## config.mk

```make
export PLATFORM = sky130hd
export DESIGN_NAME = vectored_interrupt_controller
export DESIGN_NICKNAME = d
export VERILOG_FILES = /design/src/vic_pkg.sv /design/src/irq_source_mux.sv /design/src/irq_prio_arbiter.sv /design/src/vectored_interrupt_controller.sv
export SDC_FILE = /design/constraint.sdc
export NUM_CORES = 2
export LEC_CHECK = 0
export BUFFER_PORTS_ARGS = -buffer_cell sky130_fd_sc_hd__buf_4
export CORE_MARGIN = 2
export CORE_UTILIZATION = 30
export CTS_BUF_LIST = sky130_fd_sc_hd__clkbuf_8
export DETAILED_ROUTE_END_ITERATION = 12
export GPL_TIMING_DRIVEN = 0
export MAX_ROUTING_LAYER = met4
export PLACE_DENSITY = 0.51
export SLEW_MARGIN = 20
export SYNTH_ARGS = -nofsm -noshare
export SYNTH_HDL_FRONTEND = slang
export SYNTH_SLANG_ARGS = --single-unit
```

## constraint.sdc

```tcl
create_clock -name hclk -period 55 [get_ports hclk]
set_input_delay 0 -clock hclk [delete_from_list [all_inputs] [get_ports hclk]]
set_output_delay 0 -clock hclk [all_outputs]
set_load 0.01 [all_outputs]
```

## src/vic_pkg.sv

```systemverilog
package vic_pkg;

   // ------------------------------------------------------------
   // sizes
   // ------------------------------------------------------------
   localparam int NUM_VEC = 32;
   localparam int VEC_W = 5;
   localparam int PRIO_W = 3;
   localparam int NEST_DEPTH = 8;
   localparam int DEPTH_W = 4;
   localparam int ISR_AW = 16;
   localparam int REG_AW = 8;
   localparam int CNT_W = 3;

   // ------------------------------------------------------------
   // timing in clocks of hclk
   // ------------------------------------------------------------
   localparam int EVAL_CYCLES = 3;
   localparam int BRANCH_CYCLES = 7;
   localparam logic [CNT_W-1:0] EVAL_LAST = CNT_W'(EVAL_CYCLES - 2);
   localparam logic [CNT_W-1:0] BRANCH_LAST = CNT_W'(BRANCH_CYCLES - 1);

   // ------------------------------------------------------------
   // register offsets (byte addresses)
   // ------------------------------------------------------------
   localparam logic [REG_AW-1:0] OFS_ENABLE = 8'h00;
   localparam logic [REG_AW-1:0] OFS_SET_PENDING_FLAG = 8'h04;
   localparam logic [REG_AW-1:0] OFS_CLR_PENDING_FLAG = 8'h08;
   localparam logic [REG_AW-1:0] OFS_ACTIVE = 8'h0C;
   localparam logic [REG_AW-1:0] OFS_SRC_LO = 8'h10;
   localparam logic [REG_AW-1:0] OFS_SRC_HI = 8'h14;
   localparam logic [REG_AW-1:0] OFS_PRIO0 = 8'h20;
   localparam logic [REG_AW-1:0] OFS_PRIO3 = 8'h2C;
   localparam logic [REG_AW-1:0] OFS_ISR_BASE = 8'h80;

   // ------------------------------------------------------------
   // field layout and reset values
   // ------------------------------------------------------------
   localparam int SRC_FLD_W = 2;
   localparam int PRIO_FLD_W = 4;
   localparam int ACT_DEPTH_POS = 12;
   localparam int ACT_PRIO_POS = 8;
   localparam int ACT_VEC_POS = 0;
   localparam logic [31:0] ENABLE_RST = 32'h0000_0000;
   localparam logic [PRIO_W-1:0] PRIO_RST = 3'h0;
   localparam logic [ISR_AW-1:0] ISR_RST = 16'h0000;

   localparam logic [1:0] SRC_FIXED = 2'h0;
   localparam logic [1:0] SRC_DMA = 2'h1;
   localparam logic [1:0] SRC_LOGIC = 2'h2;
   localparam logic [1:0] SRC_NONE = 2'h3;
   localparam logic [1:0] SRC_RST = SRC_FIXED;

   typedef enum logic [2:0] {
      ST_IDLE,
      ST_EVAL,
      ST_REQ,
      ST_CLR_PENDING_FLAG,
      ST_CLR_POSTED_FLAG,
      ST_BRANCH
   } ctl_state_t;

   // level 0 is the most urgent
   function automatic logic higher_prio(input logic [PRIO_W-1:0] a,
                                        input logic [PRIO_W-1:0] b);
      return a < b;
   endfunction

endpackage

```

## src/irq_source_mux.sv

```systemverilog
`timescale 1ns/1ps
module irq_source_mux (
   input wire logic [63:0] sel,
   input wire logic [31:0] fixed_irq,
   input wire logic [15:0] dma_term0,
   input wire logic [15:0] dma_term1,
   input wire logic [31:0] logic_irq,
   output logic [31:0] line
);
   // ------------------------------------------------------------
   // per-vector source choice
   // ------------------------------------------------------------
   logic [31:0] dma_line;

   assign dma_line = {dma_term1, dma_term0};

   always_comb begin
      for (int i = 0; i < vic_pkg::NUM_VEC; i++) begin
         case (sel[2*i +: 2])
            vic_pkg::SRC_FIXED: line[i] = fixed_irq[i];
            vic_pkg::SRC_DMA: line[i] = dma_line[i];
            vic_pkg::SRC_LOGIC: line[i] = logic_irq[i];
            default: line[i] = 1'b0;
         endcase
      end
   end
endmodule // irq_source_mux

```

## src/irq_prio_arbiter.sv

```systemverilog
`timescale 1ns/1ps
module irq_prio_arbiter (
   input wire logic [31:0] req,
   input wire logic [95:0] prio,
   output logic win_valid,
   output logic [4:0] win_vec,
   output logic [2:0] win_prio
);
   // ------------------------------------------------------------
   // lowest level wins, ties to lowest vector
   // ------------------------------------------------------------
   always_comb begin
      win_valid = 1'b0;
      win_vec = 5'h00;
      win_prio = 3'h7;
      // ascending scan with strict compare keeps the lower vector on a tie
      for (int i = 0; i < vic_pkg::NUM_VEC; i++) begin
         if (req[i] && (!win_valid ||
             vic_pkg::higher_prio(prio[3*i +: 3], win_prio))) begin
            win_valid = 1'b1;
            win_vec = 5'(i);
            win_prio = prio[3*i +: 3];
         end
      end
   end
endmodule // irq_prio_arbiter

```

## src/vectored_interrupt_controller.sv

```systemverilog
// Implementation choices: the address map and the AHB-Lite slave port.
`timescale 1ns/1ps
// Function
// - thirty-two vectors, each fed from several possible sources
// - each vector has its own enable bit
// - software sets each vector's priority at run time, eight levels
// - service routines nest up to eight deep
// - software can raise any interrupt and clear a pending one
// - per-vector routine address, writable at run time, handed to cpu
// - equal priority: smaller vector number served first
// - each vector picks fixed line, dma channel or logic array line
// - dma kind uses the two interrupt outputs of each channel
// - logic array path lets any signal reach any vector
// - pending flag set on next clock edge after arrival
// - posted flag set in the stage after pending
// - evaluation plus request take three clocks, vector number sent
// - routine address posted; cpu acknowledges and reads it
// - on acknowledge clear pending, then posted
// - acknowledge phase ends after seven cycles, then routine runs
// - on completion restore previous active status
module vectored_interrupt_controller #(
   parameter int ISR_AW = vic_pkg::ISR_AW
) (
   input wire logic hclk,
   input wire logic hresetn,
   input wire logic clk_en,
   input wire logic hsel,
   input wire logic [31:0] haddr,
   input wire logic [1:0] htrans,
   input wire logic hwrite,
   input wire logic [2:0] hsize,
   input wire logic hready,
   input wire logic [31:0] hwdata,
   output logic hreadyout,
   output logic [31:0] hrdata,
   output logic hresp,
   input wire logic [31:0] fixed_irq,
   input wire logic [15:0] dma_term0,
   input wire logic [15:0] dma_term1,
   input wire logic [31:0] logic_irq,
   output logic irq_req,
   output logic [4:0] irq_vector,
   output logic [ISR_AW-1:0] isr_addr,
   input wire logic irq_acknowledge,
   input wire logic isr_complete
);
   // ------------------------------------------------------------
   // declarations
   // ------------------------------------------------------------
   logic [31:0] enable_q, enable_d;
   logic [63:0] src_sel_q, src_sel_d;
   logic [95:0] prio_q, prio_d;
   logic [ISR_AW-1:0] isr_q [32];
   logic [ISR_AW-1:0] isr_d [32];
   logic wr_pending_flag_q, wr_pending_flag_d;
   logic [7:0] wr_addr_q, wr_addr_d;
   logic [31:0] hrdata_q, hrdata_d;
   logic [31:0] rd_word;
   logic [31:0] sw_set, sw_clr;

   logic [31:0] line, line_q;
   logic [31:0] pending_flag_q, pending_flag_d;
   logic [31:0] posted_flag_q, posted_flag_d;
   logic [31:0] ack_clr, posted_flag_clr, elig;
   logic win_valid;
   logic [4:0] win_vec;
   logic [2:0] win_prio;

   vic_pkg::ctl_state_t state_q, state_d;
   logic [vic_pkg::CNT_W-1:0] cnt_q, cnt_d;
   logic [4:0] cur_vec_q, cur_vec_d;
   logic [2:0] cur_prio_q, cur_prio_d;
   logic [ISR_AW-1:0] isr_out_q, isr_out_d;
   logic push;

   logic [4:0] stack_vec_q [8];
   logic [4:0] stack_vec_d [8];
   logic [2:0] stack_prio_q [8];
   logic [2:0] stack_prio_d [8];
   logic [vic_pkg::DEPTH_W-1:0] depth_q, depth_d, depth_pop;
   logic act_valid;
   logic [2:0] top_idx;
   logic [4:0] act_vec;
   logic [2:0] act_prio;

   // ------------------------------------------------------------
   // source selection and arbitration
   // ------------------------------------------------------------
   irq_source_mux u_mux (
      .sel(src_sel_q),
      .fixed_irq(fixed_irq),
      .dma_term0(dma_term0),
      .dma_term1(dma_term1),
      .logic_irq(logic_irq),
      .line(line)
   );

   irq_prio_arbiter u_arb (
      .req(elig),
      .prio(prio_q),
      .win_valid(win_valid),
      .win_vec(win_vec),
      .win_prio(win_prio)
   );

   assign act_valid = depth_q != '0;
   assign top_idx = 3'(depth_q - 4'h1);
   assign act_vec = act_valid ? stack_vec_q[top_idx] : 5'h00;
   assign act_prio = act_valid ? stack_prio_q[top_idx] : 3'h0;

   always_comb begin
      for (int i = 0; i < vic_pkg::NUM_VEC; i++) begin
         elig[i] = posted_flag_q[i] && enable_q[i]
                   && (depth_q < vic_pkg::DEPTH_W'(vic_pkg::NEST_DEPTH))
                   && (!act_valid ||
                       vic_pkg::higher_prio(prio_q[3*i +: 3], act_prio));
      end
   end

   // ------------------------------------------------------------
   // ahb-lite slave
   // ------------------------------------------------------------
   // zero wait states; a frozen block holds the bus off instead of losing a beat
   assign hreadyout = clk_en;
   assign hresp = 1'b0;
   assign hrdata = hrdata_q;

   always_comb begin
      logic [7:0] ra;
      ra = haddr[7:0];
      rd_word = 32'h0000_0000;
      if (ra[7]) begin
         rd_word = 32'(isr_q[ra[6:2]]);
      end else if (ra == vic_pkg::OFS_ENABLE) begin
         rd_word = enable_q;
      end else if (ra == vic_pkg::OFS_SET_PENDING_FLAG) begin
         rd_word = pending_flag_q;
      end else if (ra == vic_pkg::OFS_CLR_PENDING_FLAG) begin
         rd_word = posted_flag_q;
      end else if (ra == vic_pkg::OFS_ACTIVE) begin
         rd_word[vic_pkg::ACT_DEPTH_POS +: 4] = depth_q;
         rd_word[vic_pkg::ACT_PRIO_POS +: 3] = act_prio;
         rd_word[vic_pkg::ACT_VEC_POS +: 5] = act_vec;
      end else if (ra == vic_pkg::OFS_SRC_LO) begin
         rd_word = src_sel_q[31:0];
      end else if (ra == vic_pkg::OFS_SRC_HI) begin
         rd_word = src_sel_q[63:32];
      end else if (ra >= vic_pkg::OFS_PRIO0 && ra <= vic_pkg::OFS_PRIO3 &&
                   ra[1:0] == 2'h0) begin
         for (int j = 0; j < 8; j++) begin
            rd_word[vic_pkg::PRIO_FLD_W*j +: 3] = prio_q[3*(8*int'(ra[3:2]) + j) +: 3];
         end
      end
   end

   always_comb begin
      logic a_valid;
      a_valid = hsel && htrans[1] && hready;
      wr_pending_flag_d = a_valid && hwrite;
      wr_addr_d = a_valid ? haddr[7:0] : wr_addr_q;
      hrdata_d = (a_valid && !hwrite) ? rd_word : 32'h0000_0000;

      enable_d = enable_q;
      src_sel_d = src_sel_q;
      prio_d = prio_q;
      isr_d = isr_q;
      sw_set = 32'h0000_0000;
      sw_clr = 32'h0000_0000;
      if (wr_pending_flag_q) begin
         if (wr_addr_q[7]) begin
            isr_d[wr_addr_q[6:2]] = hwdata[ISR_AW-1:0];
         end else if (wr_addr_q == vic_pkg::OFS_ENABLE) begin
            enable_d = hwdata;
         end else if (wr_addr_q == vic_pkg::OFS_SET_PENDING_FLAG) begin
            sw_set = hwdata;
         end else if (wr_addr_q == vic_pkg::OFS_CLR_PENDING_FLAG) begin
            sw_clr = hwdata;
         end else if (wr_addr_q == vic_pkg::OFS_SRC_LO) begin
            src_sel_d[31:0] = hwdata;
         end else if (wr_addr_q == vic_pkg::OFS_SRC_HI) begin
            src_sel_d[63:32] = hwdata;
         end else if (wr_addr_q >= vic_pkg::OFS_PRIO0 &&
                      wr_addr_q <= vic_pkg::OFS_PRIO3 && wr_addr_q[1:0] == 2'h0) begin
            for (int j = 0; j < 8; j++) begin
               prio_d[3*(8*int'(wr_addr_q[3:2]) + j) +: 3] =
                  hwdata[vic_pkg::PRIO_FLD_W*j +: 3];
            end
         end
      end
   end

   always_ff @(posedge hclk or negedge hresetn) begin
      if (!hresetn) begin
         wr_pending_flag_q <= 1'b0;
         wr_addr_q <= 8'h00;
         hrdata_q <= 32'h0000_0000;
         enable_q <= vic_pkg::ENABLE_RST;
         src_sel_q <= {32{vic_pkg::SRC_RST}};
         prio_q <= {32{vic_pkg::PRIO_RST}};
         for (int i = 0; i < vic_pkg::NUM_VEC; i++) begin
            isr_q[i] <= ISR_AW'(vic_pkg::ISR_RST);
         end
      end else if (clk_en) begin
         wr_pending_flag_q <= wr_pending_flag_d;
         wr_addr_q <= wr_addr_d;
         hrdata_q <= hrdata_d;
         enable_q <= enable_d;
         src_sel_q <= src_sel_d;
         prio_q <= prio_d;
         isr_q <= isr_d;
      end
   end

   // ------------------------------------------------------------
   // pending and posted flags
   // ------------------------------------------------------------
   always_comb begin
      logic [31:0] arrive;
      arrive = line & ~line_q;
      // any arrival or software raise beats a clear in the same cycle
      pending_flag_d = (pending_flag_q & ~sw_clr & ~ack_clr) | arrive | sw_set;
      posted_flag_d = (posted_flag_q | pending_flag_q) & ~sw_clr & ~posted_flag_clr;
   end

   always_ff @(posedge hclk or negedge hresetn) begin
      if (!hresetn) begin
         line_q <= 32'h0000_0000;
         pending_flag_q <= 32'h0000_0000;
         posted_flag_q <= 32'h0000_0000;
      end else if (clk_en) begin
         line_q <= line;
         pending_flag_q <= pending_flag_d;
         posted_flag_q <= posted_flag_d;
      end
   end

   // ------------------------------------------------------------
   // request and acknowledge sequence
   // ------------------------------------------------------------
   assign irq_req = state_q == vic_pkg::ST_REQ;
   assign irq_vector = cur_vec_q;
   assign isr_addr = isr_out_q;

   always_comb begin
      state_d = state_q;
      cnt_d = cnt_q;
      cur_vec_d = cur_vec_q;
      cur_prio_d = cur_prio_q;
      isr_out_d = isr_out_q;
      push = 1'b0;
      ack_clr = 32'h0000_0000;
      posted_flag_clr = 32'h0000_0000;
      case (state_q)
         vic_pkg::ST_IDLE: begin
            if (win_valid) begin
               state_d = vic_pkg::ST_EVAL;
               cnt_d = '0;
            end
         end
         vic_pkg::ST_EVAL: begin
            if (!win_valid) begin
               state_d = vic_pkg::ST_IDLE;
            end else if (cnt_q == vic_pkg::EVAL_LAST) begin
               state_d = vic_pkg::ST_REQ;
               cur_vec_d = win_vec;
               cur_prio_d = win_prio;
               isr_out_d = isr_q[win_vec];
            end else begin
               cnt_d = cnt_q + 3'h1;
            end
         end
         vic_pkg::ST_REQ: begin
            if (irq_acknowledge) begin
               state_d = vic_pkg::ST_CLR_PENDING_FLAG;
            end else if (!posted_flag_q[cur_vec_q] || !enable_q[cur_vec_q]) begin
               // withdrawn by software before the cpu took it
               state_d = vic_pkg::ST_IDLE;
            end
         end
         vic_pkg::ST_CLR_PENDING_FLAG: begin
            ack_clr[cur_vec_q] = 1'b1;
            state_d = vic_pkg::ST_CLR_POSTED_FLAG;
         end
         vic_pkg::ST_CLR_POSTED_FLAG: begin
            posted_flag_clr[cur_vec_q] = 1'b1;
            cnt_d = '0;
            state_d = vic_pkg::ST_BRANCH;
         end
         vic_pkg::ST_BRANCH: begin
            if (cnt_q == vic_pkg::BRANCH_LAST) begin
               push = 1'b1;
               state_d = vic_pkg::ST_IDLE;
            end else begin
               cnt_d = cnt_q + 3'h1;
            end
         end
         default: state_d = vic_pkg::ST_IDLE;
      endcase
   end

   always_ff @(posedge hclk or negedge hresetn) begin
      if (!hresetn) begin
         state_q <= vic_pkg::ST_IDLE;
         cnt_q <= '0;
         cur_vec_q <= 5'h00;
         cur_prio_q <= 3'h0;
         isr_out_q <= '0;
      end else if (clk_en) begin
         state_q <= state_d;
         cnt_q <= cnt_d;
         cur_vec_q <= cur_vec_d;
         cur_prio_q <= cur_prio_d;
         isr_out_q <= isr_out_d;
      end
   end

   // ------------------------------------------------------------
   // nesting stack of active routines
   // ------------------------------------------------------------
   always_comb begin
      stack_vec_d = stack_vec_q;
      stack_prio_d = stack_prio_q;
      depth_pop = (isr_complete && act_valid) ? depth_q - 4'h1 : depth_q;
      depth_d = depth_pop;
      // a full stack cannot push: arbitration is already blocked at that depth
      if (push && depth_pop < vic_pkg::DEPTH_W'(vic_pkg::NEST_DEPTH)) begin
         stack_vec_d[depth_pop[2:0]] = cur_vec_q;
         stack_prio_d[depth_pop[2:0]] = cur_prio_q;
         depth_d = depth_pop + 4'h1;
      end
   end

   always_ff @(posedge hclk or negedge hresetn) begin
      if (!hresetn) begin
         depth_q <= '0;
         for (int i = 0; i < vic_pkg::NEST_DEPTH; i++) begin
            stack_vec_q[i] <= 5'h00;
            stack_prio_q[i] <= 3'h0;
         end
      end else if (clk_en) begin
         depth_q <= depth_d;
         stack_vec_q <= stack_vec_d;
         stack_prio_q <= stack_prio_d;
      end
   end
endmodule // vectored_interrupt_controller

```

# Yosys cells after proc, flatten, opt, wreduce, memory -nomap -nowiden
# Cells that the tools add are included.
word_totals:
  reg_bits: 939
  latchBits: 0
  ram_bits: 0
  rom_bits: 0
  input_bits: 173
  word_cells: 832
  mem_count: 0
classes:
  n_addsub: 25
  n_mul: 16
  n_div: 0
  magnitude_cmp: 78
  eq_ne: 87
  n_shift: 24
  n_mux: 227
  bitwise: 23
  reduce_logical: 288
op_table:
  columns: ["operator", "n"]
  rows:
  - ["96-bit bitwise mux", 8]
  - ["3-bit by 33-bit variable shift with 96-bit output (first input constant)", 8]
  - ["3-bit by 33-bit variable part select with 96-bit output", 8]
  - ["96-bit by 9-bit variable part select with 3-bit output", 7]
  - ["32-bit two-way mux", 17]
  - ["512-bit bitwise mux", 1]
  - ["8-bit negator with 33-bit output", 7]
  - ["3-bit two-way mux", 68]
  - ["3-bit less-than comparator", 63]
  - ["32-bit AND", 5]
  - ["16-bit binary-select mux with 5-bit select", 2]
  - ["1-bit logical AND", 140]
  - ["32-bit inverter", 4]
  - ["2-bit by 6-bit multiplier with 8-bit output (first input constant)", 14]
  - ["5-bit two-way mux", 21]
  - ["16-bit two-way mux", 6]
  - ["32-bit bitwise OR", 3]
  - ["1-bit one-hot mux with 3 select lines", 32]
  - ["96-bit by 8-bit variable part select with 3-bit output", 1]
  - ["16-bit demux with 5-bit select", 1]
  - ["2-bit logical NOT", 34]
  - ["2-bit by 1-bit == test with 1-bit output (second input constant)", 32]
  - ["2-bit == test (second input constant)", 32]
  - ["1-bit logical OR", 64]
  - ["54 further kinds", 190]

# Longest topological paths before layout
depth:
  depth_word: 138
  ltp_mapped: 257
  mapped_depth_nobuf: 244

# Hierarchy
# From an unflattened synthesis, not the netlist that was laid out.
hier_totals:
  cells_unflattened: 4833
  hier_area_um2: 56421.6
modules_own_cells:
  columns: ["mod", "instances", "cells_each", "area_per_inst_um2", "seq_area_each_um2"]
  rows:
  - ["vectored_interrupt_controller", 1, 3918, 50280.7, 23497.5]
  - ["irq_prio_arbiter", 1, 819, 5420.2, 0.0]
  - ["irq_source_mux", 1, 96, 720.7, 0.0]

# Worst setup path before layout
# Ideal clock, no wire load.
synth_timing:
  path_type: "register -> register"
  from: "register depth_q[0] in the netlist's numbering"
  to: "register isr_out_q[8] (netlist: isr_addr[8])"
  setup_time_ns: 0.090
  t_arrival_ns: 42.347
  t_required_ns: 54.910
  path_slack_ns: 12.564
  path_stages_with_launch: 241
  n_path_buf: 13
  period_less_slack_ns: 42.436
  path_cell_list: "dfrtp_1 > buf_6 > buf_4 > inv_1 > ha_1 > buf_4 > clkbuf_1 > mux4_2 > nand2_1 > nand2_1 > nand2_1 > ha_1 > a21o_1 > or3_1 > o22a_1 > nor2_1 > ha_1 > nand2_1 > [205 not listed] > inv_1 > nand3_1 > mux2i_1 > ha_1 > o211ai_1 > a41oi_1 > nand2_1 > a311oi_1 > a211oi_1 > buf_4 > a21o_1 > clkbuf_1 > clkbuf_1 > clkbuf_1 > nand2_1 > a311oi_1 > o21ai_0 > o211ai_1"
synth_via:
  elab_chain_len: 138
  elab_cells_between_ends: 360
  classes_between: "add/sub: 1; order compare: 64; mux: 101; bitwise: 2; reduce/logical: 192"
synth_rtl:
  columns: ["item", "line_no", "rtl"]
  rows:
  - ["start, declared", "vectored_interrupt_controller.sv:80", "logic [vic_pkg::DEPTH_W-1:0] depth_q, depth_d, depth_pop;"]
  - ["start signal, assigned", "vectored_interrupt_controller.sv:341", "depth_q <= depth_d;"]
  - ["4-bit by 1-bit subtractor with 4-bit output", null, null]
  - ["3-bit inverter with 4-bit output (implied by the code)", "vectored_interrupt_controller.sv:109", "assign act_prio = act_valid ? stack_prio_q[top_idx] : 3'h0;"]
  - ["3-bit binary-select mux with 3-bit select", "vectored_interrupt_controller.sv:109", null]
  - ["3-bit two-way mux (implied by the code) (2 in series)", "vectored_interrupt_controller.sv:109", null]
  - ["3-bit two-way mux", "vectored_interrupt_controller.sv:109", null]
  - ["3-bit less-than comparator", "vic_pkg.sv:66", "return a < b;"]
  - ["1-bit logical OR", "vectored_interrupt_controller.sv:115", "&& (!act_valid ||"]
  - ["1-bit logical AND", "vectored_interrupt_controller.sv:115", null]
  - ["[120 not listed]", null, null]
  - ["3-bit two-way mux / 1-bit two-way mux (equally long branches)", "irq_prio_arbiter.sv:18", "if (req[i] && (!win_valid ||"]
  - ["3-bit less-than comparator / 1-bit logical NOT (equally long branches)", "vic_pkg.sv:66, irq_prio_arbiter.sv:18", null]
  - ["1-bit logical OR", "irq_prio_arbiter.sv:18", null]
  - ["1-bit logical AND", "irq_prio_arbiter.sv:18", null]
  - ["5-bit two-way mux", "irq_prio_arbiter.sv:18", null]
  - ["5-bit inverter with 6-bit output (implied by the code)", "vectored_interrupt_controller.sv:267", "isr_out_d = isr_q[win_vec];"]
  - ["16-bit binary-select mux with 5-bit select", "vectored_interrupt_controller.sv:267", null]
  - ["16-bit two-way mux (implied by the code) (2 in series)", "vectored_interrupt_controller.sv:267", null]
  - ["end signal, assigned", "vectored_interrupt_controller.sv:313", "isr_out_q <= isr_out_d;"]
  - ["end, declared", "vectored_interrupt_controller.sv:73", "logic [ISR_AW-1:0] isr_out_q, isr_out_d;"]
# Parallel ways exist; a longest one is shown, timed or not. The select of a mux whose other input is x is not followed.
# A chain may end at the register's enable or synchronous reset.

# Worst setup path after layout
# Ends and elaborated chain as after synthesis.

==> flow_summary_export.csv <==
group,metric,value,unit
critical_path,worst_path_most_repeated_cell,"ha_1",
sta,final_max_slew_violation_count,0,
sta,final_setup_fails,0,
logic_synthesis,synth-xor-area-share,0.00142,
sta,max_clock_freq,19.6,MHz
clock_tree,clock_tree.root_cell,"clkbuf_8",
logic_synthesis,synth_sequential_area_ratio,0.417,
critical_path,critPathCaptureType,"flip-flop",
layout,syn2layout_area_growth,17.7,%
layout,commonest_non_fill_non_tap_cell_in_the_layout,"dfrtp_1",
floorplanning,die_area,191000,sq um
critical_path,worstSetupPathType,"flip-flop to flip-flop",
run_status,status,"finished clean",
sta,setup-tns-final,0,ns
logic_synthesis,netlist_instances,5295,
floorplanning,placeableCoreArea,187000,sq um
layout,multiInputGateArea,30800,sq um
floorplanning,initial_utilization,0.301,
logic_synthesis,avgSynthCellArea,10.6,sq um
grt,grt_pass1_wl,363000,um
layout,final-seq-area,23500,sq um
clock_tree,clk_pin_slew,0.06,ns
clock_tree,clock_latency,0.95,ns
floorplanning,floorplan.io_pins,229,
critical_path,cpMaxStageDelayCell,"clkdlybuf4s15_1",
routing,drtIter0Drc,5462,
floorplanning,die_h,437,um
logic_synthesis,combined_area_of_all_synthesized_cells,56400,sq um
logic_synthesis,ys_seq_elements,939,
sta,worst-slew-pin-transition,1.36,ns
placement,gp_congestion,0.996,
routing,ant_nets,0,
power_and_ir_drop,vdd_drop_max,0.0214,mV
hold_path,timing.hold.worst.class,"input port to flip-flop",
routing,wl_per_cell,31.0,um
grt,grt_util_all_layers,0.274,
logic_synthesis,post_synth_fa_ha_maj_area_fraction,0.0267,
placement,port_buffer_count,177,
layout,fillerInstances,18800,
sta,min_period,51.14,ns
sta,slew_headroom,0.0921,
layout,final_layout_size_suffix_gt1_frac,0.267,
clock_tree,clock_tree_from_tritoncts,"yes",
logic_synthesis,synth_warnings,0,
logic_synthesis,synthDistinctLibCells,128,
power_and_ir_drop,leakagePower,29.6,nW
sta,timing.final.crit_share,0.930,
placement,dpl.hpwl,196000,um
layout,final_cell_mix,"dfrtp_1, mux2_2, nand2_1",
clock_tree,cts_htree_levels,4,
floorplanning,core.rowCount,159,
routing,routed-via-count,48900,
critical_path,crit_fanout,10,
grt,vias_in_the_first_global_route,47600,
critical_path,cp_top_family,"compound AO/OA/AOI/OAI gates",
logic_synthesis,synth.area.mux_share,0.264,
routing,drc_errors,0,
grt,grt_max_degree,143,
routing,detail_route.vias_per_cell,5.79,
logic_synthesis,postSynthNetCount,5581,
critical_path,crit_required,55.74,ns
logic_synthesis,synth_simple_gate_area_share,0.112,
grt,grt.overflow.total,0,
logic_synthesis,synth_flop_cell,"dfrtp_1",
routing,dr.pass1.iters,6,
critical_path,crit_buf_inv,35,
logic_synthesis,post_synth_edffs,0,
run,cap_violations,0,
sta,finalClockSkew,0.0866,ns
routing,drt_wl_total,261000,um
floorplanning,die_span_in_x,437,um
logic_synthesis,synth-async-reset-ratio,1.00,
clock_tree,cts_inserted_buffers,166,
placement,dpl_cell_area,61300,sq um
critical_path,cp.arrival,51.88,ns
layout,finish.instance_area,66300,sq um
clock_tree,clkSinkCount,939,
grt,antenna_violations_before_repair,19,
critical_path,max_stage_delay,0.82,ns
sta,timing_hold_violations_final,0,
logic_synthesis,synth_compound_area_frac,0.141,
power_and_ir_drop,pwr_density_cell,26.8,nW/um^2
critical_path,crit_path_start_kind,"flip-flop",
clock_tree,max-clock-path-buffers,3,
layout,finish.net_count,6079,
logic_synthesis,synth_top_family_by_area,"multiplexers",
-- cells by family after synthesis --
logic type,after synthesis
muxes,1121
DFF,939
other,1
xor gates and xnor gates,7
and+or+nand+nor,1393
AOI/OAI and AO/OA,1192
buffers and inverters,520
adders and majority gates,122
-- area by class of cell --
type	instances	share of cell area
timing repair buffer	330	0.0460
clock buffer	214	0.0444
tap	2495	0.0471
inverter	135	0.00764
multi-input combinational	3836	0.465
clock inverter	86	0.00925
sequential	939	0.354
buffer	385	0.0253
antenna	19	0.000717
-- worst paths after layout --
| check | cells past startpoint | slack, ns | from | end |
|---|---|---|---|---|
| max | 241 | 3.86 | depth_q[0]$_DFFE_PN0P_ | isr_addr[8]$_DFFE_PN0P_ |
| min | 5 | 0.07 | hwdata[6] | posted_flag_q[6]$_DFFE_PN0P_ |
| max reg2reg | 241 | 3.86 | depth_q[0]$_DFFE_PN0P_ | isr_addr[8]$_DFFE_PN0P_ |
| min reg2reg | 1 | 0.50 | hrdata[4]$_DFFE_PN0P_ | hrdata[4]$_DFFE_PN0P_ |
| max in group asynchronous | 5 | 53.23 | hresetn | depth_q[0]$_DFFE_PN0P_ |
| min in group asynchronous | 4 | 0.32 | hresetn | isr_q[56]$_DFFE_PN0P_ |
-- power breakdown --
part	internal, mW	switching, mW	total (mW)
Sequential	0.713	0.0234	0.736
Combinational	0.104	0.226	0.331
Clock	0.384	0.326	0.709
-- metal layers --
| metal | up-vias | wire length (um) | global-route usage |
|---|---|---|---|
| met3 | 762 | 22500 | 0.0657 |
| met4 | 0 | 18400 | 0.162 |
| met1 | 24800 | 100000 | 0.324 |
| met2 | 2648 | 120000 | 0.425 |
| li1 | 20600 | - | - |
| met5 | - | 0 | - |
-- per-stage QoR --
stage	power, mW	cells	setup slack, ns	utilization	hold slack, ns
final	1.78	8439	3.86	0.354	0.0745
after global routing	1.83	8436	-0.0372	0.354	0.0769
after CTS	1.77	8419	3.47	0.354	0.000803
after detailed placement	1.06	7986	3.63	0.327	-0.0657
after global placement	1.05	7967	2.31	0.325	0.178
after floorplan	0.907	5295	12.56	-	-0.296
-- state kept, by name, indices dropped and copies added, names as in the netlist --
signal / flops
cnt_q: 3
state_q: 3
prio_q: 96
cur_prio_q: 3
src_sel_q: 64
depth_q: 4
pending_flag_q: 32
enable_q: 32
wr_addr_q: 8
posted_flag_q: 32
hrdata: 32
line_q: 32
irq_vector: 5
isr_addr: 16
stack_vec_q: 40
stack_prio_q: 24
isr_q: 512
wr_pending_flag_q: 1
-- worst register-to-register path: cells and delay by family, from the launching register on --
family,cells,cell delay [ns]
compound gates,91,21.01
mux,17,4.67
buf+inv,35,5.74
fa+ha+maj,33,8.49
simple gates,65,10.74
flops,1,0.38
-- cells in the mapped netlist (all sizes together), types with 9 or more instances --
cell | count | area (sq um)
a211o | 10 | 88.8
a211oi | 52 | 400
a21o | 43 | 333
a21oi | 296 | 1490
a221o | 24 | 240
a221oi | 22 | 210
a22o | 61 | 534
a22oi | 22 | 165
a311oi | 13 | 114
a31o | 9 | 78.8
a31oi | 81 | 522
a32oi | 15 | 131
and2 | 42 | 263
and3 | 29 | 203
buf | 100 | 503
clkbuf | 284 | 1080
dfrtp | 939 | 23500
ha | 113 | 1410
inv | 134 | 503
maj3 | 9 | 90.1
mux2 | 720 | 8120
mux2i | 182 | 1830
mux4 | 219 | 4950
nand2 | 666 | 2500
nand2b | 72 | 450
nand3 | 136 | 681
nand3b | 13 | 110
nand4 | 13 | 81.3
nor2 | 278 | 1040
nor3 | 41 | 220
nor4 | 17 | 106
o2111ai | 19 | 166
o211a | 11 | 118
o211ai | 27 | 226
o21a | 11 | 83.8
o21ai | 306 | 1550
o221ai | 15 | 131
o22ai | 32 | 200
o2bb2ai | 31 | 290
o31a | 10 | 87.6
o31ai | 20 | 169
or2 | 20 | 125
or3 | 14 | 93.8
-- repair_timing --
action | 4_1_cts | 5_1_grt
buffers inserted | 0 | 0
endpoints found under the hold margin | 1257 | 0
setup endpoints to repair | 0 | 15
resized for setup | 0 | 42
hold buffers | 133 | 0
Power figures use the tool's default switching activity.
